## config.mk

```make
export PLATFORM = sky130hd
export DESIGN_NAME = scif_top
export DESIGN_NICKNAME = d
export VERILOG_FILES = /design/src/shared/scif_pkg.sv /design/src/shared/scif_evt_if.sv /design/src/verilog/scif_buf.sv /design/src/verilog/scif_clkdiv.sv /design/src/verilog/scif_top.sv
export VERILOG_INCLUDE_DIRS = /design/src /design/src/shared
export SDC_FILE = /design/constraint.sdc
export NUM_CORES = 1
export LEC_CHECK = 0
export BUFFER_PORTS_ARGS = -buffer_cell sky130_fd_sc_hd__clkbuf_2
export CAP_MARGIN = 20
export CORE_MARGIN = 2
export CORE_UTILIZATION = 40
export DETAILED_ROUTE_END_ITERATION = 6
export PLACE_DENSITY = 0.57
export SETUP_SLACK_MARGIN = 0.3
export SYNTH_ARGS = -nofsm -noshare
export SYNTH_HDL_FRONTEND = slang
export SYNTH_HIERARCHICAL = 1
export SYNTH_SLANG_ARGS = --single-unit
```

## constraint.sdc

```tcl
create_clock -name i_clock -period 6.1 [get_ports i_clock]
set_input_delay 1.22 -clock i_clock [delete_from_list [all_inputs] [get_ports i_clock]]
set_output_delay 1.22 -clock i_clock [all_outputs]
set_load 0.1 [all_outputs]
```

## src/shared/scif_map.svh

```systemverilog
// constants of the smart card interface control block
`ifndef SCIF_MAP_SVH
`define SCIF_MAP_SVH
// ****************************************
// timing
// ****************************************
`define SCIF_CLOCK_NS    8
`define SCIF_STEP_NS     1000
`define SCIF_STEP_CYC    ((`SCIF_STEP_NS + `SCIF_CLOCK_NS - 1) / `SCIF_CLOCK_NS)
// ****************************************
// clock ratio codes {ratio_select_a, ratio_select_b}
// ****************************************
`define SCIF_RATIO_DIV8  2'h0
`define SCIF_RATIO_DIV4  2'h1
`define SCIF_RATIO_DIV1  2'h2
`define SCIF_RATIO_DIV2  2'h3
// ****************************************
// line layout and widths
// ****************************************
`define SCIF_LINES       3
`define SCIF_LINE_DATA   0
`define SCIF_LINE_AUX_A  1
`define SCIF_LINE_AUX_B  2
`define SCIF_SYNC_W      19
`define SCIF_SYNC_IDLE   19'h5023F
`define SCIF_EVT_W       3
`endif

```

## src/shared/scif_pkg.sv

```systemverilog
// types of the smart card interface control block
package scif_pkg;
  typedef enum logic [3:0] {
    ST_OFF, ST_RAMP, ST_IO, ST_CLK, ST_ON,
    ST_DRST, ST_DCLK, ST_DIO, ST_DVCC, ST_HOLD
  } scif_seq_e;
  typedef enum logic [1:0] {RLY_IDLE, RLY_H2C, RLY_C2H, RLY_SETTLE} scif_relay_e;
  typedef enum logic [2:0] {
    EV_CARD_IN, EV_CARD_OUT, EV_VOLT_FAULT, EV_THERM_FAULT,
    EV_CURR_FAULT, EV_ACTIVE, EV_DEACTIVE
  } scif_evt_e;
endpackage : scif_pkg

```

## src/shared/scif_evt_if.sv

```systemverilog
// valid/ready event carrier between block modules
`timescale 1ns/1ns
`default_nettype none
interface scif_evt_if;
  import scif_pkg::*;
  logic      valid;
  logic      ready;
  scif_evt_e code;
  modport src (output valid, output code, input ready);
  modport snk (input valid, input code, output ready);
endinterface : scif_evt_if
`default_nettype wire

```

## src/verilog/scif_buf.sv

```systemverilog
// two-entry event buffer with valid and ready on both sides
`timescale 1ns/1ns
`default_nettype none
module scif_buf
  import scif_pkg::*;
(
  input  wire logic i_clock,
  input  wire logic i_rst_n,
  scif_evt_if.snk   in_evt,
  scif_evt_if.src   out_evt
);
  scif_evt_e  data0_reg;
  scif_evt_e  data1_reg;
  logic [1:0] count_reg;
  logic       push;
  logic       pop;

  assign in_evt.ready  = (count_reg != 2'h2);
  assign out_evt.valid = (count_reg != 2'h0);
  assign out_evt.code  = data0_reg;
  assign push          = in_evt.valid && in_evt.ready;
  assign pop           = out_evt.valid && out_evt.ready;

  // ****************************************
  // storage
  // ****************************************
  always_ff @(posedge i_clock or negedge i_rst_n) begin
    if (!i_rst_n) begin
      count_reg <= 2'h0;
      data0_reg <= EV_CARD_IN;
      data1_reg <= EV_CARD_IN;
    end else begin
      count_reg <= count_reg + {1'b0, push} - {1'b0, pop};
      if (pop) begin
        data0_reg <= (push && count_reg == 2'h1) ? in_evt.code : data1_reg;
      end else if (push && count_reg == 2'h0) begin
        data0_reg <= in_evt.code;
      end
      if (push && ((count_reg == 2'h1 && !pop) || (count_reg == 2'h2))) begin
        data1_reg <= in_evt.code;
      end
    end
  end
endmodule : scif_buf
`default_nettype wire

```

## src/verilog/scif_clkdiv.sv

```systemverilog
// card clock divider with halt level
`timescale 1ns/1ns
`default_nettype none
`include "scif_map.svh"
module scif_clkdiv
  import scif_pkg::*;
(
  input  wire logic       i_clock,
  input  wire logic       i_rst_n,
  input  wire logic       i_osc,
  input  wire logic [1:0] i_ratio,
  input  wire logic       i_enable,
  input  wire logic       i_halt,
  input  wire logic       i_halt_level,
  output logic            o_card_clock
);
  logic       osc_prev_reg;
  logic [1:0] cnt_reg;
  logic       tgl_reg;
  logic       rise;
  logic       term;

  assign rise = i_osc && !osc_prev_reg;
  always_comb begin
    unique case (i_ratio)
      `SCIF_RATIO_DIV8: term = (cnt_reg == 2'h3);
      `SCIF_RATIO_DIV4: term = cnt_reg[0];
      `SCIF_RATIO_DIV2: term = 1'b1;
      `SCIF_RATIO_DIV1: term = 1'b1;
    endcase
  end

  // ****************************************
  // divider
  // ****************************************
  always_ff @(posedge i_clock or negedge i_rst_n) begin
    if (!i_rst_n) begin
      osc_prev_reg <= 1'b0;
      cnt_reg      <= 2'h0;
      tgl_reg      <= 1'b0;
    end else begin
      osc_prev_reg <= i_osc;
      if (!i_enable) begin
        cnt_reg <= 2'h0;
        tgl_reg <= 1'b0;
      end else if (rise) begin
        cnt_reg <= term ? 2'h0 : cnt_reg + 2'h1;
        tgl_reg <= term ? !tgl_reg : tgl_reg;
      end
    end
  end

  // ****************************************
  // output
  // ****************************************
  always_ff @(posedge i_clock or negedge i_rst_n) begin
    if (!i_rst_n) begin
      o_card_clock <= 1'b0;
    end else if (!i_enable) begin
      o_card_clock <= 1'b0;
    end else if (i_halt) begin
      o_card_clock <= i_halt_level;
    end else if (i_ratio == `SCIF_RATIO_DIV1) begin
      o_card_clock <= i_osc;
    end else begin
      o_card_clock <= tgl_reg;
    end
  end
endmodule : scif_clkdiv
`default_nettype wire

```

## src/verilog/scif_top.sv

```systemverilog
// smart card interface control: sequencer, relays, clock, interrupt, events
`timescale 1ns/1ns
`default_nettype none
`include "scif_map.svh"
module scif_top
  import scif_pkg::*;
#(
  parameter int unsigned STEP_CYCLES = `SCIF_STEP_CYC
) (
  input  wire logic                   i_clock,
  input  wire logic                   i_rst_n,
  input  wire logic                   i_supply_command_n,
  input  wire logic                   i_card_reset_command,
  input  wire logic                   i_card_voltage_select,
  input  wire logic                   i_card_clock_halt,
  input  wire logic                   i_halt_level_select,
  input  wire logic                   i_ratio_select_a,
  input  wire logic                   i_ratio_select_b,
  input  wire logic                   i_oscillator_input,
  input  wire logic                   i_presence_switch_pos,
  input  wire logic                   i_presence_switch_neg_n,
  input  wire logic                   i_voltage_fault,
  input  wire logic                   i_thermal_fault,
  input  wire logic                   i_overcurrent_fault,
  input  wire logic [`SCIF_LINES-1:0] i_host_lines,
  output logic      [`SCIF_LINES-1:0] o_host_lines,
  output logic      [`SCIF_LINES-1:0] o_host_lines_oe,
  input  wire logic [`SCIF_LINES-1:0] i_card_lines,
  output logic      [`SCIF_LINES-1:0] o_card_lines,
  output logic      [`SCIF_LINES-1:0] o_card_lines_oe,
  output logic                        o_card_supply_on,
  output logic                        o_card_voltage_5v,
  output logic                        o_card_reset,
  output logic                        o_card_clock,
  output logic                        o_interrupt_n,
  output logic                        o_interrupt_n_oe,
  output logic                        o_event_valid,
  output logic      [`SCIF_EVT_W-1:0] o_event_code,
  input  wire logic                   i_event_ready
);
  // ****************************************
  // pin synchronisers
  // ****************************************
  logic [`SCIF_SYNC_W-1:0] sync1_reg;
  logic [`SCIF_SYNC_W-1:0] sync2_reg;

  always_ff @(posedge i_clock or negedge i_rst_n) begin
    if (!i_rst_n) begin
      sync1_reg <= `SCIF_SYNC_IDLE;
      sync2_reg <= `SCIF_SYNC_IDLE;
    end else begin
      sync1_reg <= {i_supply_command_n, i_card_reset_command, i_card_voltage_select,
                    i_card_clock_halt, i_halt_level_select, i_ratio_select_a,
                    i_ratio_select_b, i_oscillator_input, i_presence_switch_pos,
                    i_presence_switch_neg_n, i_voltage_fault, i_thermal_fault,
                    i_overcurrent_fault, i_host_lines, i_card_lines};
      sync2_reg <= sync1_reg;
    end
  end

  logic                   cmd_n;
  logic                   rst_cmd;
  logic                   vsel;
  logic                   halt;
  logic                   halt_lvl;
  logic [1:0]             ratio;
  logic                   osc;
  logic                   presence_switch_pos;
  logic                   presence_switch_neg_n;
  logic                   volt_flt;
  logic                   therm_flt;
  logic                   curr_flt;
  logic [`SCIF_LINES-1:0] host_in;
  logic [`SCIF_LINES-1:0] card_in;

  assign {cmd_n, rst_cmd, vsel, halt, halt_lvl, ratio, osc, presence_switch_pos, presence_switch_neg_n,
          volt_flt, therm_flt, curr_flt, host_in, card_in} = sync2_reg;

  // ****************************************
  // presence and faults
  // ****************************************
  logic present;
  logic any_flt;
  logic present_prev_reg;

  assign present = presence_switch_pos || !presence_switch_neg_n;
  assign any_flt = volt_flt || therm_flt || curr_flt || !present;

  always_ff @(posedge i_clock or negedge i_rst_n) begin
    if (!i_rst_n) begin
      present_prev_reg <= 1'b0;
    end else begin
      present_prev_reg <= present;
    end
  end

  // ****************************************
  // activation and deactivation sequencer
  // ****************************************
  scif_seq_e   state_reg;
  scif_seq_e   state_next;
  logic [15:0] timer_reg;
  logic        step_done;
  logic        in_session;
  logic        fault_hit;
  logic        fault_reg;

  assign step_done  = (timer_reg == 16'h0000);
  assign in_session = (state_reg == ST_RAMP) || (state_reg == ST_IO) ||
                      (state_reg == ST_CLK) || (state_reg == ST_ON);
  assign fault_hit  = in_session && any_flt;

  always_comb begin
    state_next = state_reg;
    unique case (state_reg)
      ST_OFF:  if (!cmd_n && present) state_next = ST_RAMP;
      ST_RAMP: if (cmd_n || fault_hit) state_next = ST_DVCC;
               else if (step_done) state_next = ST_IO;
      ST_IO:   if (cmd_n || fault_hit) state_next = ST_DIO;
               else if (step_done) state_next = ST_CLK;
      ST_CLK:  if (cmd_n || fault_hit) state_next = ST_DCLK;
               else if (step_done) state_next = ST_ON;
      ST_ON:   if (cmd_n || fault_hit) state_next = ST_DRST;
      ST_DRST: if (step_done) state_next = ST_DCLK;
      ST_DCLK: if (step_done) state_next = ST_DIO;
      ST_DIO:  if (step_done) state_next = ST_DVCC;
      ST_DVCC: if (step_done) state_next = cmd_n ? ST_OFF : ST_HOLD;
      ST_HOLD: if (cmd_n) state_next = ST_OFF;
    endcase
  end

  always_ff @(posedge i_clock or negedge i_rst_n) begin
    if (!i_rst_n) begin
      state_reg <= ST_OFF;
    end else begin
      state_reg <= state_next;
    end
  end

  always_ff @(posedge i_clock or negedge i_rst_n) begin
    if (!i_rst_n) begin
      timer_reg <= 16'h0000;
    end else if (state_next != state_reg) begin
      timer_reg <= 16'(STEP_CYCLES - 1);
    end else if (!step_done) begin
      timer_reg <= timer_reg - 16'h0001;
    end
  end

  // fault latch: set wins, cleared only by releasing the supply command
  always_ff @(posedge i_clock or negedge i_rst_n) begin
    if (!i_rst_n) begin
      fault_reg <= 1'b0;
    end else if (fault_hit) begin
      fault_reg <= 1'b1;
    end else if (cmd_n) begin
      fault_reg <= 1'b0;
    end
  end

  // ****************************************
  // card supply, voltage, reset
  // ****************************************
  logic io_en;
  logic clk_en;
  logic rst_en;

  assign io_en  = (state_reg == ST_IO) || (state_reg == ST_CLK) ||
                  (state_reg == ST_ON) || (state_reg == ST_DRST) || (state_reg == ST_DCLK);
  assign clk_en = (state_reg == ST_CLK) || (state_reg == ST_ON) || (state_reg == ST_DRST);
  assign rst_en = (state_reg == ST_ON);

  always_ff @(posedge i_clock or negedge i_rst_n) begin
    if (!i_rst_n) begin
      o_card_supply_on  <= 1'b0;
      o_card_voltage_5v <= 1'b1;
    end else begin
      o_card_supply_on <= (state_next != ST_OFF) && (state_next != ST_HOLD);
      if (state_reg == ST_OFF) begin
        o_card_voltage_5v <= vsel;
      end
    end
  end

  always_ff @(posedge i_clock or negedge i_rst_n) begin
    if (!i_rst_n) begin
      o_card_reset <= 1'b0;
    end else begin
      o_card_reset <= rst_en && rst_cmd;
    end
  end

  // ****************************************
  // card clock
  // ****************************************
  scif_clkdiv u_clkdiv (
    .i_clock      (i_clock),
    .i_rst_n      (i_rst_n),
    .i_osc        (osc),
    .i_ratio      (ratio),
    .i_enable     (clk_en),
    .i_halt       (halt && in_session),
    .i_halt_level (halt_lvl),
    .o_card_clock (o_card_clock)
  );

  // ****************************************
  // interrupt line
  // ****************************************
  assign o_interrupt_n = 1'b0;

  always_ff @(posedge i_clock or negedge i_rst_n) begin
    if (!i_rst_n) begin
      o_interrupt_n_oe <= 1'b0;
    end else if (cmd_n) begin
      o_interrupt_n_oe <= !present;
    end else begin
      o_interrupt_n_oe <= fault_reg || fault_hit;
    end
  end

  // ****************************************
  // line relays
  // ****************************************
  assign o_host_lines = '0;
  assign o_card_lines = '0;

  for (genvar gi = 0; gi < `SCIF_LINES; gi++) begin : g_relay
    scif_relay_e rly_reg;
    scif_relay_e rly_next;
    logic        host_oe_reg;
    logic        card_oe_reg;

    always_comb begin
      rly_next = rly_reg;
      unique case (rly_reg)
        RLY_IDLE:   if (io_en && !host_in[gi]) rly_next = RLY_H2C;
                    else if (io_en && !card_in[gi]) rly_next = RLY_C2H;
        RLY_H2C:    if (host_in[gi] || !io_en) rly_next = RLY_SETTLE;
        RLY_C2H:    if (card_in[gi] || !io_en) rly_next = RLY_SETTLE;
        RLY_SETTLE: if ((host_in[gi] && card_in[gi]) || !io_en) rly_next = RLY_IDLE;
      endcase
    end

    always_ff @(posedge i_clock or negedge i_rst_n) begin
      if (!i_rst_n) begin
        rly_reg     <= RLY_IDLE;
        host_oe_reg <= 1'b0;
        card_oe_reg <= 1'b0;
      end else begin
        rly_reg     <= rly_next;
        card_oe_reg <= (rly_next == RLY_H2C);
        host_oe_reg <= (rly_next == RLY_C2H);
      end
    end

    assign o_host_lines_oe[gi] = host_oe_reg;
    assign o_card_lines_oe[gi] = card_oe_reg;
  end

  // ****************************************
  // event stream
  // ****************************************
  scif_evt_if src_evt ();
  scif_evt_if out_evt ();
  logic       ev_req_reg;
  scif_evt_e  ev_code_reg;
  logic       ev_new;
  scif_evt_e  ev_new_code;

  always_comb begin
    ev_new      = 1'b1;
    ev_new_code = EV_CARD_IN;
    if (fault_hit && !fault_reg) begin
      ev_new_code = !present ? EV_CARD_OUT :
                    volt_flt ? EV_VOLT_FAULT :
                    therm_flt ? EV_THERM_FAULT : EV_CURR_FAULT;
    end else if (present && !present_prev_reg) begin
      ev_new_code = EV_CARD_IN;
    end else if (!present && present_prev_reg) begin
      ev_new_code = EV_CARD_OUT;
    end else if (state_next == ST_ON && state_reg == ST_CLK) begin
      ev_new_code = EV_ACTIVE;
    end else if (state_reg == ST_DVCC && state_next != ST_DVCC) begin
      ev_new_code = EV_DEACTIVE;
    end else begin
      ev_new = 1'b0;
    end
  end

  // pending event waits for buffer room; newcomers while blocked are dropped
  always_ff @(posedge i_clock or negedge i_rst_n) begin
    if (!i_rst_n) begin
      ev_req_reg  <= 1'b0;
      ev_code_reg <= EV_CARD_IN;
    end else if (!ev_req_reg || src_evt.ready) begin
      ev_req_reg  <= ev_new;
      ev_code_reg <= ev_new_code;
    end
  end

  assign src_evt.valid = ev_req_reg;
  assign src_evt.code  = ev_code_reg;
  assign out_evt.ready = i_event_ready;
  assign o_event_valid = out_evt.valid;
  assign o_event_code  = out_evt.code;

  scif_buf u_buf (
    .i_clock (i_clock),
    .i_rst_n (i_rst_n),
    .in_evt  (src_evt.snk),
    .out_evt (out_evt.src)
  );
endmodule : scif_top
`default_nettype wire
```

-- Word-level counts from Yosys, hierarchy flattened
Index checks and enable logic that the tools add are counted.
- add/sub/neg operators: 4
- equal/unequal tests: 38
- mux-type cells: 64
- reduce and logical (&&, ||, !) cells: 81
- operator list (cell ; count):
    $mux W4 ; 14
    $pmux W4 S10 ; 1
    $mux W2 ; 18
    $mux W3 ; 11
    $mux W16 ; 2
    $eq A2 B2 Y1 const B ; 13
    $logic_and A1 B1 Y1 ; 26
    $logic_or A1 B1 Y1 ; 26
    $pmux W2 S4 ; 3
    $eq A4 B3 Y1 const B ; 5
    $eq A2 B1 Y1 const B ; 8
    $logic_not A1 Y1 ; 16
    $logic_not A16 Y1 ; 1
    $sub A16 B1 Y16 const B ; 1
    $mux W1 ; 14
    $logic_not A2 Y1 ; 5
    $eq A4 B2 Y1 const B ; 2
    $eq A4 B4 Y1 const B ; 2
    $ne A4 B4 Y1 const B ; 2
    $ne A2 B2 Y1 const B ; 3
    $reduce_bool A2 Y1 ; 3
    $eq A4 B1 Y1 const B ; 1
    $logic_not A4 Y1 ; 1
    $ne A4 B4 Y1 ; 1
    other kinds (8) ; 8
- register bits after elaboration: 93
- input port bits: 22
- output and inout bits: 22
- logic and storage cells: 215

-- Longest topological paths before layout
Gate-level depths: netlist (run 1).
- word-level depth: 15
- gate-level depth with buffers: 10
- depth with buffers taken out: 9

-- Hierarchy
The synthesis (run 1) kept the hierarchy.
- by module, submodules not included (module ; instances ; cells each ; area an instance (µm²) ; sequential area each (µm²)):
    scif_top ; 1 ; 313 ; 3414.5 ; 2025.7
    scif_buf ; 1 ; 35 ; 457.9 ; 200.2
    scif_clkdiv ; 1 ; 26 ; 279.0 ; 125.1

-- Worst setup path before layout (run 1)
Ideal clock, no wire load.
- path type: register to register
- start: register timer_reg[0]
- end: register timer_reg[0]
- setup time: 0.080 ns
- arrival time: 2.315 ns
- data required time: 6.020 ns
- setup slack: 3.704 ns
- cell stages (with the launch flop): 10
- cell sequence: dfrtp_1 > inv_1 > ha_1 > or3b_1 > nor4_2 > buf_4 > a311oi_4 > a211o_2 > buf_6 > nor3_2
- word-level cells in the longest chain between the ends: 6
- elaborated cells between the ends (all ways): 17
- those cells by class: add/sub (1); eq/ne (2); mux (13); reduce/logical (1)
- RTL lines (item ; RTL line ; text):
    start: declaration ; scif_top.sv:102 ; logic [15:0] timer_reg;
    start signal: assignment ; scif_top.sv:144 ; timer_reg <= 16'(STEP_CYCLES - 1);
    start signal: assignment ; scif_top.sv:146 ; timer_reg <= timer_reg - 16'h0001;
    $logic_not A16 Y1 ; scif_top.sv:108 ; assign step_done = (timer_reg == 16'h0000);
    $mux W4 (on tied branches) ; scif_top.sv:122, scif_top.sv:118, scif_top.sv:120 ;
    $mux W4 (on tied branches) ; scif_top.sv:121, scif_top.sv:117, scif_top.sv:119 ;
    $pmux W4 S10 ; scif_top.sv:115 ; unique case (state_reg)
    $ne A4 B4 Y1 ; scif_top.sv:143 ; end else if (state_next != state_reg) begin
    $ne A2 B1 Y1 (no line) or $mux W16 (tied branches) ; - ;
Parallel ways exist; a longest one is shown, timed or not. The select of a mux whose other input is x is not followed.
A chain may end at the register's enable or synchronous reset.

-- Final worst setup path (run 1)
- start: register sync2_reg[9]
- end: register timer_reg[2]
- word-level cells in the longest chain between the ends: 10
- elaborated cells between the ends (all ways): 16
- those cells by class: eq/ne (2); mux (7); reduce/logical (7)
- RTL lines (item ; RTL line ; text):
    start: declaration ; scif_top.sv:45 ; logic [`SCIF_SYNC_W-1:0] sync2_reg;
    start signal: assignment ; scif_top.sv:50 ; sync2_reg <= `SCIF_SYNC_IDLE;
    start signal: assignment ; scif_top.sv:57 ; sync2_reg <= sync1_reg;
    $logic_not A1 Y1 * ; scif_top.sv:86 ; assign present = presence_switch_pos || !presence_switch_neg_n;
    $logic_or A1 B1 Y1 * ; scif_top.sv:86 ;
    via present ; scif_top.sv:82 ; logic present;
    $logic_not A1 Y1 ; scif_top.sv:87 ; assign any_flt = volt_flt || therm_flt || curr_flt || !present;
    $logic_or A1 B1 Y1 ; scif_top.sv:87 ;
    $logic_and A1 B1 Y1 ; scif_top.sv:111 ; assign fault_hit = in_session && any_flt;
    $logic_or A1 B1 Y1 ; - ;
    $mux W4 (on tied branches) ; - ;
    $pmux W4 S10 * ; scif_top.sv:115 ;
    $ne A4 B4 Y1 * ; scif_top.sv:143 ;
    $ne A2 B1 Y1 (no line) or $mux W16 (tied branches) ; - ;
The timed path passes the listed nets; every way through them passes the cells marked *.

==> summary.txt, run 1 <==
Run status
  • Status: completed

Timing
  • Final count of pins violating max slew: 0
  • Clock period minus worst slack: 2.99 ns
  • Final Hold Viols: 0
  • Hold slack: 0.352 ns
  • RSZ-0062 raised after global routing: no
  • Slew HR: 57.3%
  • Crit share post-route: 48.9%
  • Max Clk Rate: 335 MHz
  • Setup tns final: 0 ns
  • Setup violations, final: 0
  • Clk_skew: 0.00801 ns
  • Worst-Margin Slew: 0.641 ns

Clock network
  • CTS clk-pin slew, worst paths: 0.09 ns
  • Clock root cell: clkbuf_8
  • CTS-repair resized insts: 0
  • Clk sinks: 93
  • Maximum root-to-sink buffer count: 2
  • Worst-Skew Late Latency: 0.37 ns
  • Hold buffer count at CTS: 0
  • H-tree depth: 3
  • Post-CTS Setup Repair Bufs: 0
  • CTS tree: done
  • CTS buffer count: 9

Route
  • Iter 0 DRT Violations: 164
  • Final ANT Viol Nets: 0
  • Post-DR vias/cell: 5.09
  • WL/cell: 13.4 um
  • TritonRoute pass-1 iters: 4
  • Final WL: 7.33 mm
  • Via count: 2778
  • Drt drc: 0

Power and ir drop
  • Sw power: 727 uW
  • Leakage power: 1.98 nW
  • Comb pwr share: 35.4%
  • Register share of total power: 44.0%
  • Power per cell area: 399 nW/um2
  • Clk pwr share: 20.6%
  • Switching share of power: 40.0%
  • Internal: 1.09 mW
  • Peak supply drop: 0.000188 V

Synth
  • Post-synthesis cell area: 4150 um2
  • Post-Syn Instances: 374
  • Number of enable flip-flop cells after synthesis: 0
  • Sequential area share after synthesis: 56.6%
  • FF+latch count, synth: 93
  • Synth unique cells: 72
  • Asr flop ratio synth: 100%
  • Commonest register cell after synthesis: dfrtp_1
  • Yosys warns: 6
  • Syn_area_per_cell: 11.1 um2

Layout
  • Highest-count cells in the layout ignoring fill and taps: dfrtp_1, clkbuf_2, nor2_1
  • Most common cell after layout, fill and taps aside: dfrtp_1
  • Fraction of layout cells with a size suffix above 1: 22.7%
  • # fillers: 980
  • Multi-input logic area: 1620 um2
  • Register Area: 2350 um2
  • Nets: 431
  • P&R area growth vs syn: 9.83%
  • # diodes: 0

Run
  • Max_cap viols: 0

Die
  • Die width: 106 um
  • Die Ht: 106 um
  • Initial Util: 40.8%
  • # IOs: 44
  • Site Rows: 37
  • Die Area: 11200 um2
  • Placeable Area: 10200 um2

Place
  • Buffers on Ports: 36
  • DP HPWL: 5.11 mm
  • RePlAce Congestion: 0.800

GRT
  • Initial antenna violation count: 0
  • Vias in the first global route: 2722
  • GRT overflow: 0
  • First-pass GRT wire length: 12.8 mm
  • Largest net degree at the start of global routing: 54
  • Total GRT Usage: 14.5%

Critical path
  • Critical path arrival: 3.24 ns
  • Max incr delay on CP: 0.52 ns
  • CP Data Required Time: 6.36 ns
  • Worst setup SP type: flop
  • Worst path cell trace: nor2b_1, inv_1, a32o_1, o21ai_0, o2bb2ai_1, a211o_2, a211o_1
  • Reg-to-reg slack, setup: 3.11 ns
  • CP Class: flop to flop
  • Worst reg2reg endpoint: timer_reg[2]$_DFFE_PN0P_
  • Slowest stage cell, crit path: dfstp_2
  • Reg-to-reg startpoint: sync2_reg[9]$_DFF_PN1_
  • CP max FO: 16
  • Kind of end point of the critical path: flop
  • Worst-case reg-to-reg path depth: 7

Min path
  • Endpoint, Worst Hold: sync2_reg[9]$_DFF_PN1_
  • Hold path cells: 0
  • HP Class: flop to flop
  • Hold_sp: sync1_reg[9]$_DFF_PN1_
[power groups by stage]
stage          sequential (mW)  combinational, mW  clock (mW)
6_report                 0.800              0.644       0.375
5_1_grt                  0.813              0.708       0.420
4_1_cts                  0.799              0.650       0.395
3_5_place_dp             0.811              0.647           0
3_3_place_gp             0.807              0.636           0
2_1_floorplan            0.905              0.450           0
[per-stage QoR]
step,util [%],area [um2],std cells,power (mW),setup slack (ns)
CTS,44.6,4550,544,1.84,2.85
global route,44.8,4560,546,1.94,2.88
global placement,42.9,4370,528,1.44,3.03
detailed placement,42.9,4370,528,1.46,2.87
floorplan,-,4170,380,1.35,3.70
finish,44.8,4560,546,1.82,3.11
[kinds of logic (layout without fill, tap and decap cells)]
kind of cell    count (synthesis)  in the layout  synth area share (%)
other cells                     1              7                0.0903
mux                            10             10                  2.65
compound gates                 73             73                  12.5
fa+ha+maj                       4              4                  1.21
flops                          93             93                  56.6
simple gates                  143            143                  19.0
xor+xnor                       14             14                  2.95
buf+inv                        36             66                  4.94
[worst max-delay path: cells and delay by family, from the launching register on]
| kind | cells | cell delay, ns |
|---|---|---|
| buf+inv | 1 | 0.26 |
| flops | 1 | 0.52 |
| compound gates | 5 | 1.57 |
| simple gates | 1 | 0.52 |
[cell type report]
class	instances	area share (%)
clock buffer	11	3.10
clock inverter	5	0.768
inverter	11	0.906
multi-input combinational	251	35.5
sequential	93	51.6
tap	136	3.73
timing repair buffer	39	4.45
[cells in the mapped netlist, types with 5 or more instances]
cell type | n | area share (%)
nand2_1 | 29 | 2.6
nand3_1 | 13 | 1.6
nor3_1 | 13 | 1.6
dfstp_2 | 19 | 12
dfrtp_1 | 74 | 45
clkbuf_1 | 6 | 0.54
nor4_1 | 6 | 0.90
inv_1 | 11 | 0.99
nor2b_1 | 12 | 1.8
mux2_2 | 5 | 1.4
nor2_1 | 32 | 2.9
o21ai_0 | 22 | 2.7
buf_4 | 14 | 2.5
a21oi_1 | 13 | 1.6
nand2b_1 | 7 | 1.1
xnor2_1 | 10 | 2.1
[how the worst max path moves through the flow]
| stage | from | endpoint | cells after the start |
|---|---|---|---|
| floorplan | timer_reg[0]$_DFFE_PN0P_ | timer_reg[0]$_DFFE_PN0P_ | 9 |
| global placement | timer_reg[0]$_DFFE_PN0P_ | timer_reg[1]$_DFFE_PN0P_ | 8 |
| detailed placement | timer_reg[0]$_DFFE_PN0P_ | timer_reg[6]$_DFFE_PN0P_ | 8 |
| CTS | timer_reg[0]$_DFFE_PN0P_ | timer_reg[6]$_DFFE_PN0P_ | 8 |
| global route | sync2_reg[9]$_DFF_PN1_ | timer_reg[2]$_DFFE_PN0P_ | 7 |
| finish | sync2_reg[9]$_DFF_PN1_ | timer_reg[2]$_DFFE_PN0P_ | 7 |
[layer usage]
layer / routed length [um] / share of wire, % / global-route usage [%] / vias to the layer above
met5: 0 / 0 / 0 / -
met4: 180 / 2.5 / 7.61 / 0
met3: 262 / 3.6 / 3.22 / 13
met2: 3630 / 50 / 23.5 / 49
met1: 3260 / 44 / 18.2 / 1358
li1: - / - / - / 1358
No activity file was read; power rests on OpenSTA's default activity.
==> run 2, diff against run 1 <==
--- a/config.mk
+++ b/config.mk
@@ -11,7 +11,7 @@
 export CORE_MARGIN = 2
 export CORE_UTILIZATION = 40
 export DETAILED_ROUTE_END_ITERATION = 6
-export PLACE_DENSITY = 0.57
+export PLACE_DENSITY = 0.59
 export SETUP_SLACK_MARGIN = 0.3
 export SYNTH_ARGS = -nofsm -noshare
 export SYNTH_HDL_FRONTEND = slang
==> constraint.sdc (replaced) <==
create_clock -name i_clock -period 2.4 [get_ports i_clock]
set_input_delay 0.48 -clock i_clock [delete_from_list [all_inputs] [get_ports i_clock]]
set_output_delay 0.48 -clock i_clock [all_outputs]
set_load 0.1 [all_outputs]
==> summary.txt, run 2 (synthesis gave the netlist of run 1 again) <==
Run status
  • Status: complete, but fails checks
  • Failing checks: negative setup slack

Critical path
  • CP max FO: 10
  • Buf+Inv Stages, Crit Path: 2
  • Critical path arrival: 2.66 ns
  • CP Data Required Time: 2.65 ns
  • Setup crit end: timer_reg[2]$_DFFE_PN0P_
  • Worst reg2reg endpoint: timer_reg[2]$_DFFE_PN0P_
  • Crit path from: timer_reg[0]$_DFFE_PN0P_
  • Reg-to-reg slack, setup: -0.006 ns
  • Kind of end point of the critical path: flop
  • Reg-to-reg startpoint: timer_reg[0]$_DFFE_PN0P_
  • Crit path depth: 8
  • Worst path cell trace: inv_2, ha_4, or3b_4, nor4_4, buf_6, a311oi_4, a211o_4, a211o_1
  • Slowest stage cell, crit path: a211o_4
  • Family with the most delay on the worst path: compound AO/OA/AOI/OAI gates
  • CP Class: flop to flop
  • Worst-case reg-to-reg path depth: 8
  • Worst setup SP type: flop
  • Max incr delay on CP: 0.43 ns

GRT
  • Largest net degree at the start of global routing: 43
  • Total GRT Usage: 14.8%
  • GR peak layer: met2
  • Initial antenna violation count: 0
  • Vias in the first global route: 2903
  • GRT met2 Usage: 24.3%
  • GRT overflow: 0
  • M1 GR Usage: 18.6%
  • First-pass GRT wire length: 13.4 mm
  • Met3 usage: 3.77%

Route
  • Drt drc: 0
  • WL/cell: 13.3 um
  • Via count: 2938
  • Final ANT Viol Nets: 0
  • Post-DR vias/cell: 5.11
  • Final WL: 7.63 mm
  • Iter 0 DRT Violations: 111
  • TritonRoute pass-1 iters: 4

Layout
  • # fillers: 935
  • Most common cell after layout, fill and taps aside: dfrtp_1
  • Nets: 460
  • Post-Layout Cell Count: 575
  • Fraction of layout cells with a size suffix above 1: 33.3%
  • P&R area growth vs syn: 19.5%
  • Highest-count cells in the layout ignoring fill and taps: dfrtp_1, clkbuf_2, nand2_1, buf_4, nor2_1
  • # diodes: 0

Timing
  • Clock period minus worst slack: 2.41 ns
  • Worst-Margin Slew: 0.557 ns
  • Max Clk Rate: 416 MHz
  • Clk_skew: 0.0103 ns
  • Crit share post-route: 100%
  • Setup violations, final: 2
  • Final count of pins violating max slew: 0
  • Final Hold Viols: 0
  • RSZ-0062 raised after global routing: yes
  • Slew HR: 62.9%
  • Setup WS post-layout: -0.00648 ns

Clock network
  • Maximum root-to-sink buffer count: 2
  • Worst-Skew Late Latency: 0.35 ns
  • Hold buffer count at CTS: 0
  • Clk sinks: 93
  • Clock root cell: clkbuf_8
  • CTS tree: done
  • CTS clk-pin slew, worst paths: 0.09 ns
  • CTS buffer count: 9
  • H-tree depth: 3

Place
  • RePlAce Congestion: 0.918
  • # placed instances: 554
  • DP HPWL: 5.49 mm
  • Buffers on Ports: 36

Power and ir drop
  • Peak supply drop: 0.000787 V
  • Leakage power: 2.15 nW
  • Power per cell area: 1010 nW/um2
  • Design Power: 5.04 mW

Die
  • Site Rows: 37
  • Die width: 106 um
  • Die Ht: 106 um
  • Die Area: 11200 um2
  • # IOs: 44
  • Placeable Area: 10200 um2
  • Initial Util: 40.8%

Run
  • Max_cap viols: 0

Min path
  • HP Class: input port to asynchronous set/reset pin
run 2: cell count changes in the layout (fill, tap and decap cells not counted), moves of 3 or more:
cell,before,now
a21oi_2,1,4
nor4_4,0,3
buf_4,3,29
nor2_2,0,3
o21ai_0,22,19
nor2_1,32,27
a21oi_1,13,9
run 2: power breakdown:
| group | leakage (nW) | internal, mW | switching, mW | total (mW) |
|---|---|---|---|---|
| clock network | 0.0899 | 0.380 | 0.544 | 0.924 |
| registers | 1.13 | 1.79 | 0.215 | 2.01 |
| logic | 0.936 | 0.853 | 1.25 | 2.10 |
run 2: area by class of cell:
class / count / area (um2) / area share (%)
repair buffers: 68 / 458 / 9.23
clock inverters: 7 / 50.0 / 1.01
well taps: 136 / 170 / 3.43
inverters: 11 / 41.3 / 0.832
clock buffers: 9 / 124 / 2.50
multi-input cells: 251 / 1770 / 35.6
flip-flops and latches: 93 / 2350 / 47.4
run 2: worst min-delay path by stage:
stage,slack (ns),endpoint,from,cells past startpoint
6_report,0.09,u_buf/out_evt.code[0]$_DFFE_PN0P_,i_rst_n,1
5_1_grt,0.14,u_clkdiv/cnt_reg[0]$_DFFE_PN0P_,i_rst_n,1
4_1_cts,0.12,u_buf/out_evt.code[0]$_DFFE_PN0P_,i_rst_n,1
3_5_place_dp,0.34,sync2_reg[10]$_DFF_PN0_,sync1_reg[10]$_DFF_PN0_,0
3_3_place_gp,0.33,sync2_reg[15]$_DFF_PN0_,sync1_reg[15]$_DFF_PN0_,0
2_1_floorplan,0.18,ev_code_reg[0]$_DFFE_PN0P_,i_rst_n,0
run 2: metal layers:
layer	routed length, um	vias up	share of wire, %
met5	0	-	0
li1	-	1422	-
met2	3780	48	50
met4	115	0	1.5
met1	3460	1461	45
met3	277	7	3.6
run 2: worst reg2reg max path: cells and delay by family (launching register included):
kind / cells / cell delay [ns]
flip-flops: 1 / 0.40
AO/OA/AOI/OAI: 3 / 0.79
AND/OR/NAND/NOR: 2 / 0.73
adder cells (fa/ha/maj): 1 / 0.12
buffers and inverters: 2 / 0.27
run 2: metrics by stage:
stage | hold slack, ns | TNS (ns) | worst slack, ns | cell area [um2] | utilization, %
floorplan | 0.184 | 0 | 0.192 | 4250 | -
global placement | 0.332 | 0 | 0.0254 | 4650 | 45.7
detailed placement | 0.337 | -0.0372 | -0.0372 | 4650 | 45.7
CTS | 0.117 | 0 | 0.00106 | 4880 | 47.9
global route | 0.136 | -1.30 | -0.128 | 4960 | 48.7
finish | 0.0936 | -0.0113 | -0.00648 | 4960 | 48.7
run 2: repair_timing:
| action | CTS | global route |
|---|---|---|
| buffers inserted | 3 | 2 |
| hold endpoints to repair | 0 | 0 |
| pin swaps | 3 | 2 |
| setup endpoints to repair | 22 | 22 |
| resized for setup | 5 | 17 |
==> run 3, diff against run 2 <==
--- a/config.mk
+++ b/config.mk
@@ -9,9 +9,9 @@
 export BUFFER_PORTS_ARGS = -buffer_cell sky130_fd_sc_hd__clkbuf_2
 export CAP_MARGIN = 20
 export CORE_MARGIN = 2
-export CORE_UTILIZATION = 40
+export CORE_UTILIZATION = 45
 export DETAILED_ROUTE_END_ITERATION = 6
-export PLACE_DENSITY = 0.59
+export PLACE_DENSITY = 0.65
 export SETUP_SLACK_MARGIN = 0.3
 export SYNTH_ARGS = -nofsm -noshare
 export SYNTH_HDL_FRONTEND = slang
==> summary.txt, run 3 (synthesis gave the netlist of run 1 again) <==
Clock network
  • CTS clk-pin slew, worst paths: 0.09 ns
  • Clock root cell: clkbuf_8
  • CTS buffer count: 9
  • Maximum root-to-sink buffer count: 2
  • Hold buffer count at CTS: 0
  • Clk sinks: 93
  • CTS tree: done
  • Worst-Skew Late Latency: 0.35 ns
  • H-tree depth: 3

GRT
  • First-pass GRT wire length: 13.0 mm
  • Largest net degree at the start of global routing: 44
  • GRT overflow: 0
  • Total GRT Usage: 16.2%
  • Initial antenna violation count: 0
  • Vias in the first global route: 2876

Power and ir drop
  • Power per cell area: 1030 nW/um2
  • Peak supply drop: 0.000601 V
  • Leakage power: 2.19 nW
  • Design Power: 5.11 mW

Layout
  • Nets: 466
  • Most common cell after layout, fill and taps aside: dfrtp_1
  • Register Area: 2350 um2
  • # diodes: 0
  • Multi-input logic area: 1750 um2
  • # fillers: 800
  • Final instance area: 4970 um2
  • P&R area growth vs syn: 19.8%
  • Post-Layout Cell Count: 556
  • Util after Layout: 54.6%
  • Fraction of layout cells with a size suffix above 1: 33.3%
  • Highest-count cells in the layout ignoring fill and taps: dfrtp_1, buf_4, clkbuf_2

Die
  • # IOs: 44
  • Die Ht: 100 um
  • Initial Util: 45.6%
  • Die width: 100 um
  • Placeable Area: 9110 um2
  • Die Area: 10000 um2
  • Site Rows: 35

Timing
  • Max Clk Rate: 421 MHz
  • Setup WS post-layout: 0.0240 ns
  • Slew HR: 64.0%
  • Clk_skew: 0.00673 ns
  • Setup violations, final: 0
  • Hold slack: 0.0653 ns
  • Clock period minus worst slack: 2.38 ns
  • RSZ-0062 raised after global routing: yes
  • Crit share post-route: 99.0%
  • Worst-Margin Slew: 0.542 ns
  • Setup tns final: 0 ns
  • Final Hold Viols: 0
  • Final count of pins violating max slew: 0

Min path
  • HP Class: input port to asynchronous set/reset pin

Critical path
  • Setup crit end: o_card_supply_on$_DFF_PN0_
  • Kind of end point of the critical path: flop
  • Max incr delay on CP: 0.39 ns
  • Worst setup SP type: flop
  • Critical path arrival: 2.61 ns
  • CP Class: flop to flop
  • Worst-case reg-to-reg path depth: 8
  • Slowest stage cell, crit path: dfrtp_1
  • Worst reg2reg endpoint: o_card_supply_on$_DFF_PN0_
  • CP max FO: 4
  • Reg-to-reg slack, setup: 0.02 ns
  • Worst path cell trace: or3_4, or3_4, a21oi_2, o21ai_2, a311oi_4, buf_4, xnor2_1, or3_1
  • CP Data Required Time: 2.63 ns
  • Reg-to-reg startpoint: sync2_reg[6]$_DFF_PN0_
  • Crit path from: sync2_reg[6]$_DFF_PN0_
  • Crit path top cell by count: or3_4

Route
  • Drt drc: 0
  • WL/cell: 13.6 um
  • Final ANT Viol Nets: 0
  • Final WL: 7.58 mm
  • Via count: 2914
  • TritonRoute pass-1 iters: 4
  • Post-DR vias/cell: 5.24
  • Iter 0 DRT Violations: 89

Place
  • DP Area: 4600 um2
  • Buffers on Ports: 36
  • Post-place setup slack: 0.0373 ns
  • # placed instances: 526
  • DP HPWL: 5.35 mm
  • RePlAce Congestion: 0.929

Run status
  • Status: completed

Run
  • Max_cap viols: 0
==> run 3: cell types whose count changed in the layout (fill, tap and decap cells not counted), moves of 2 or more <==
cell,before,now
nor2_4,2,0
nor2_1,27,30
clkinv_4,2,0
o21bai_1,0,2
buf_4,29,35
o21bai_2,2,0
nor3_1,11,9
clkbuf_1,0,2
==> run 3: timing repair <==
action                     in CTS  in global routing
setup endpoints to repair      22                 21
buffers inserted               12                  2
pin swaps                       5                  4
gates resized for setup         6                 11
==> run 3: worst min path at each step <==
stage	start	endpoint	slack, ns	cells after the start
6_report	i_rst_n	u_buf/out_evt.code[0]$_DFFE_PN0P_	0.07	1
5_1_grt	i_rst_n	u_buf/out_evt.code[0]$_DFFE_PN0P_	0.08	1
4_1_cts	i_rst_n	u_buf/out_evt.code[0]$_DFFE_PN0P_	0.08	1
3_5_place_dp	sync1_reg[11]$_DFF_PN0_	sync2_reg[11]$_DFF_PN0_	0.33	0
3_3_place_gp	sync1_reg[11]$_DFF_PN0_	sync2_reg[11]$_DFF_PN0_	0.33	0
2_1_floorplan	i_rst_n	ev_code_reg[0]$_DFFE_PN0P_	0.18	0
==> run 3: area by class of cell <==
type	count	share of cell area, %
clock buffer	12	2.92
clock inverter	4	0.956
inverter	11	0.830
multi-input combinational	251	35.1
sequential	93	47.3
tap	111	2.79
timing repair buffer	74	10.1
==> run 3: critical path: cells and delay by family (launching register included) <==
kind | cells | cell delay, ns
simple gates | 3 | 1.05
compound gates | 3 | 0.57
flops | 1 | 0.39
buf+inv | 1 | 0.19
xor+xnor | 1 | 0.05
==> run 3: where the power goes <==
| part | switching, mW | total [mW] | internal, mW | leakage [nW] |
|---|---|---|---|---|
| logic | 1.22 | 2.08 | 0.861 | 0.964 |
| clock network | 0.507 | 1.02 | 0.508 | 0.0964 |
| registers | 0.220 | 2.01 | 1.79 | 1.13 |
| total | 1.95 | 5.11 | 3.16 | 2.19 |
==> run 3: metal layers <==
| metal | up-vias | part of all wire [%] | track usage [%] |
|---|---|---|---|
| met5 | - | 0 | 0 |
| met4 | 0 | 2.3 | 7.06 |
| met3 | 14 | 3.0 | 3.69 |
| li1 | 1430 | - | - |
| met2 | 53 | 50 | 27.4 |
| met1 | 1417 | 45 | 20.0 |
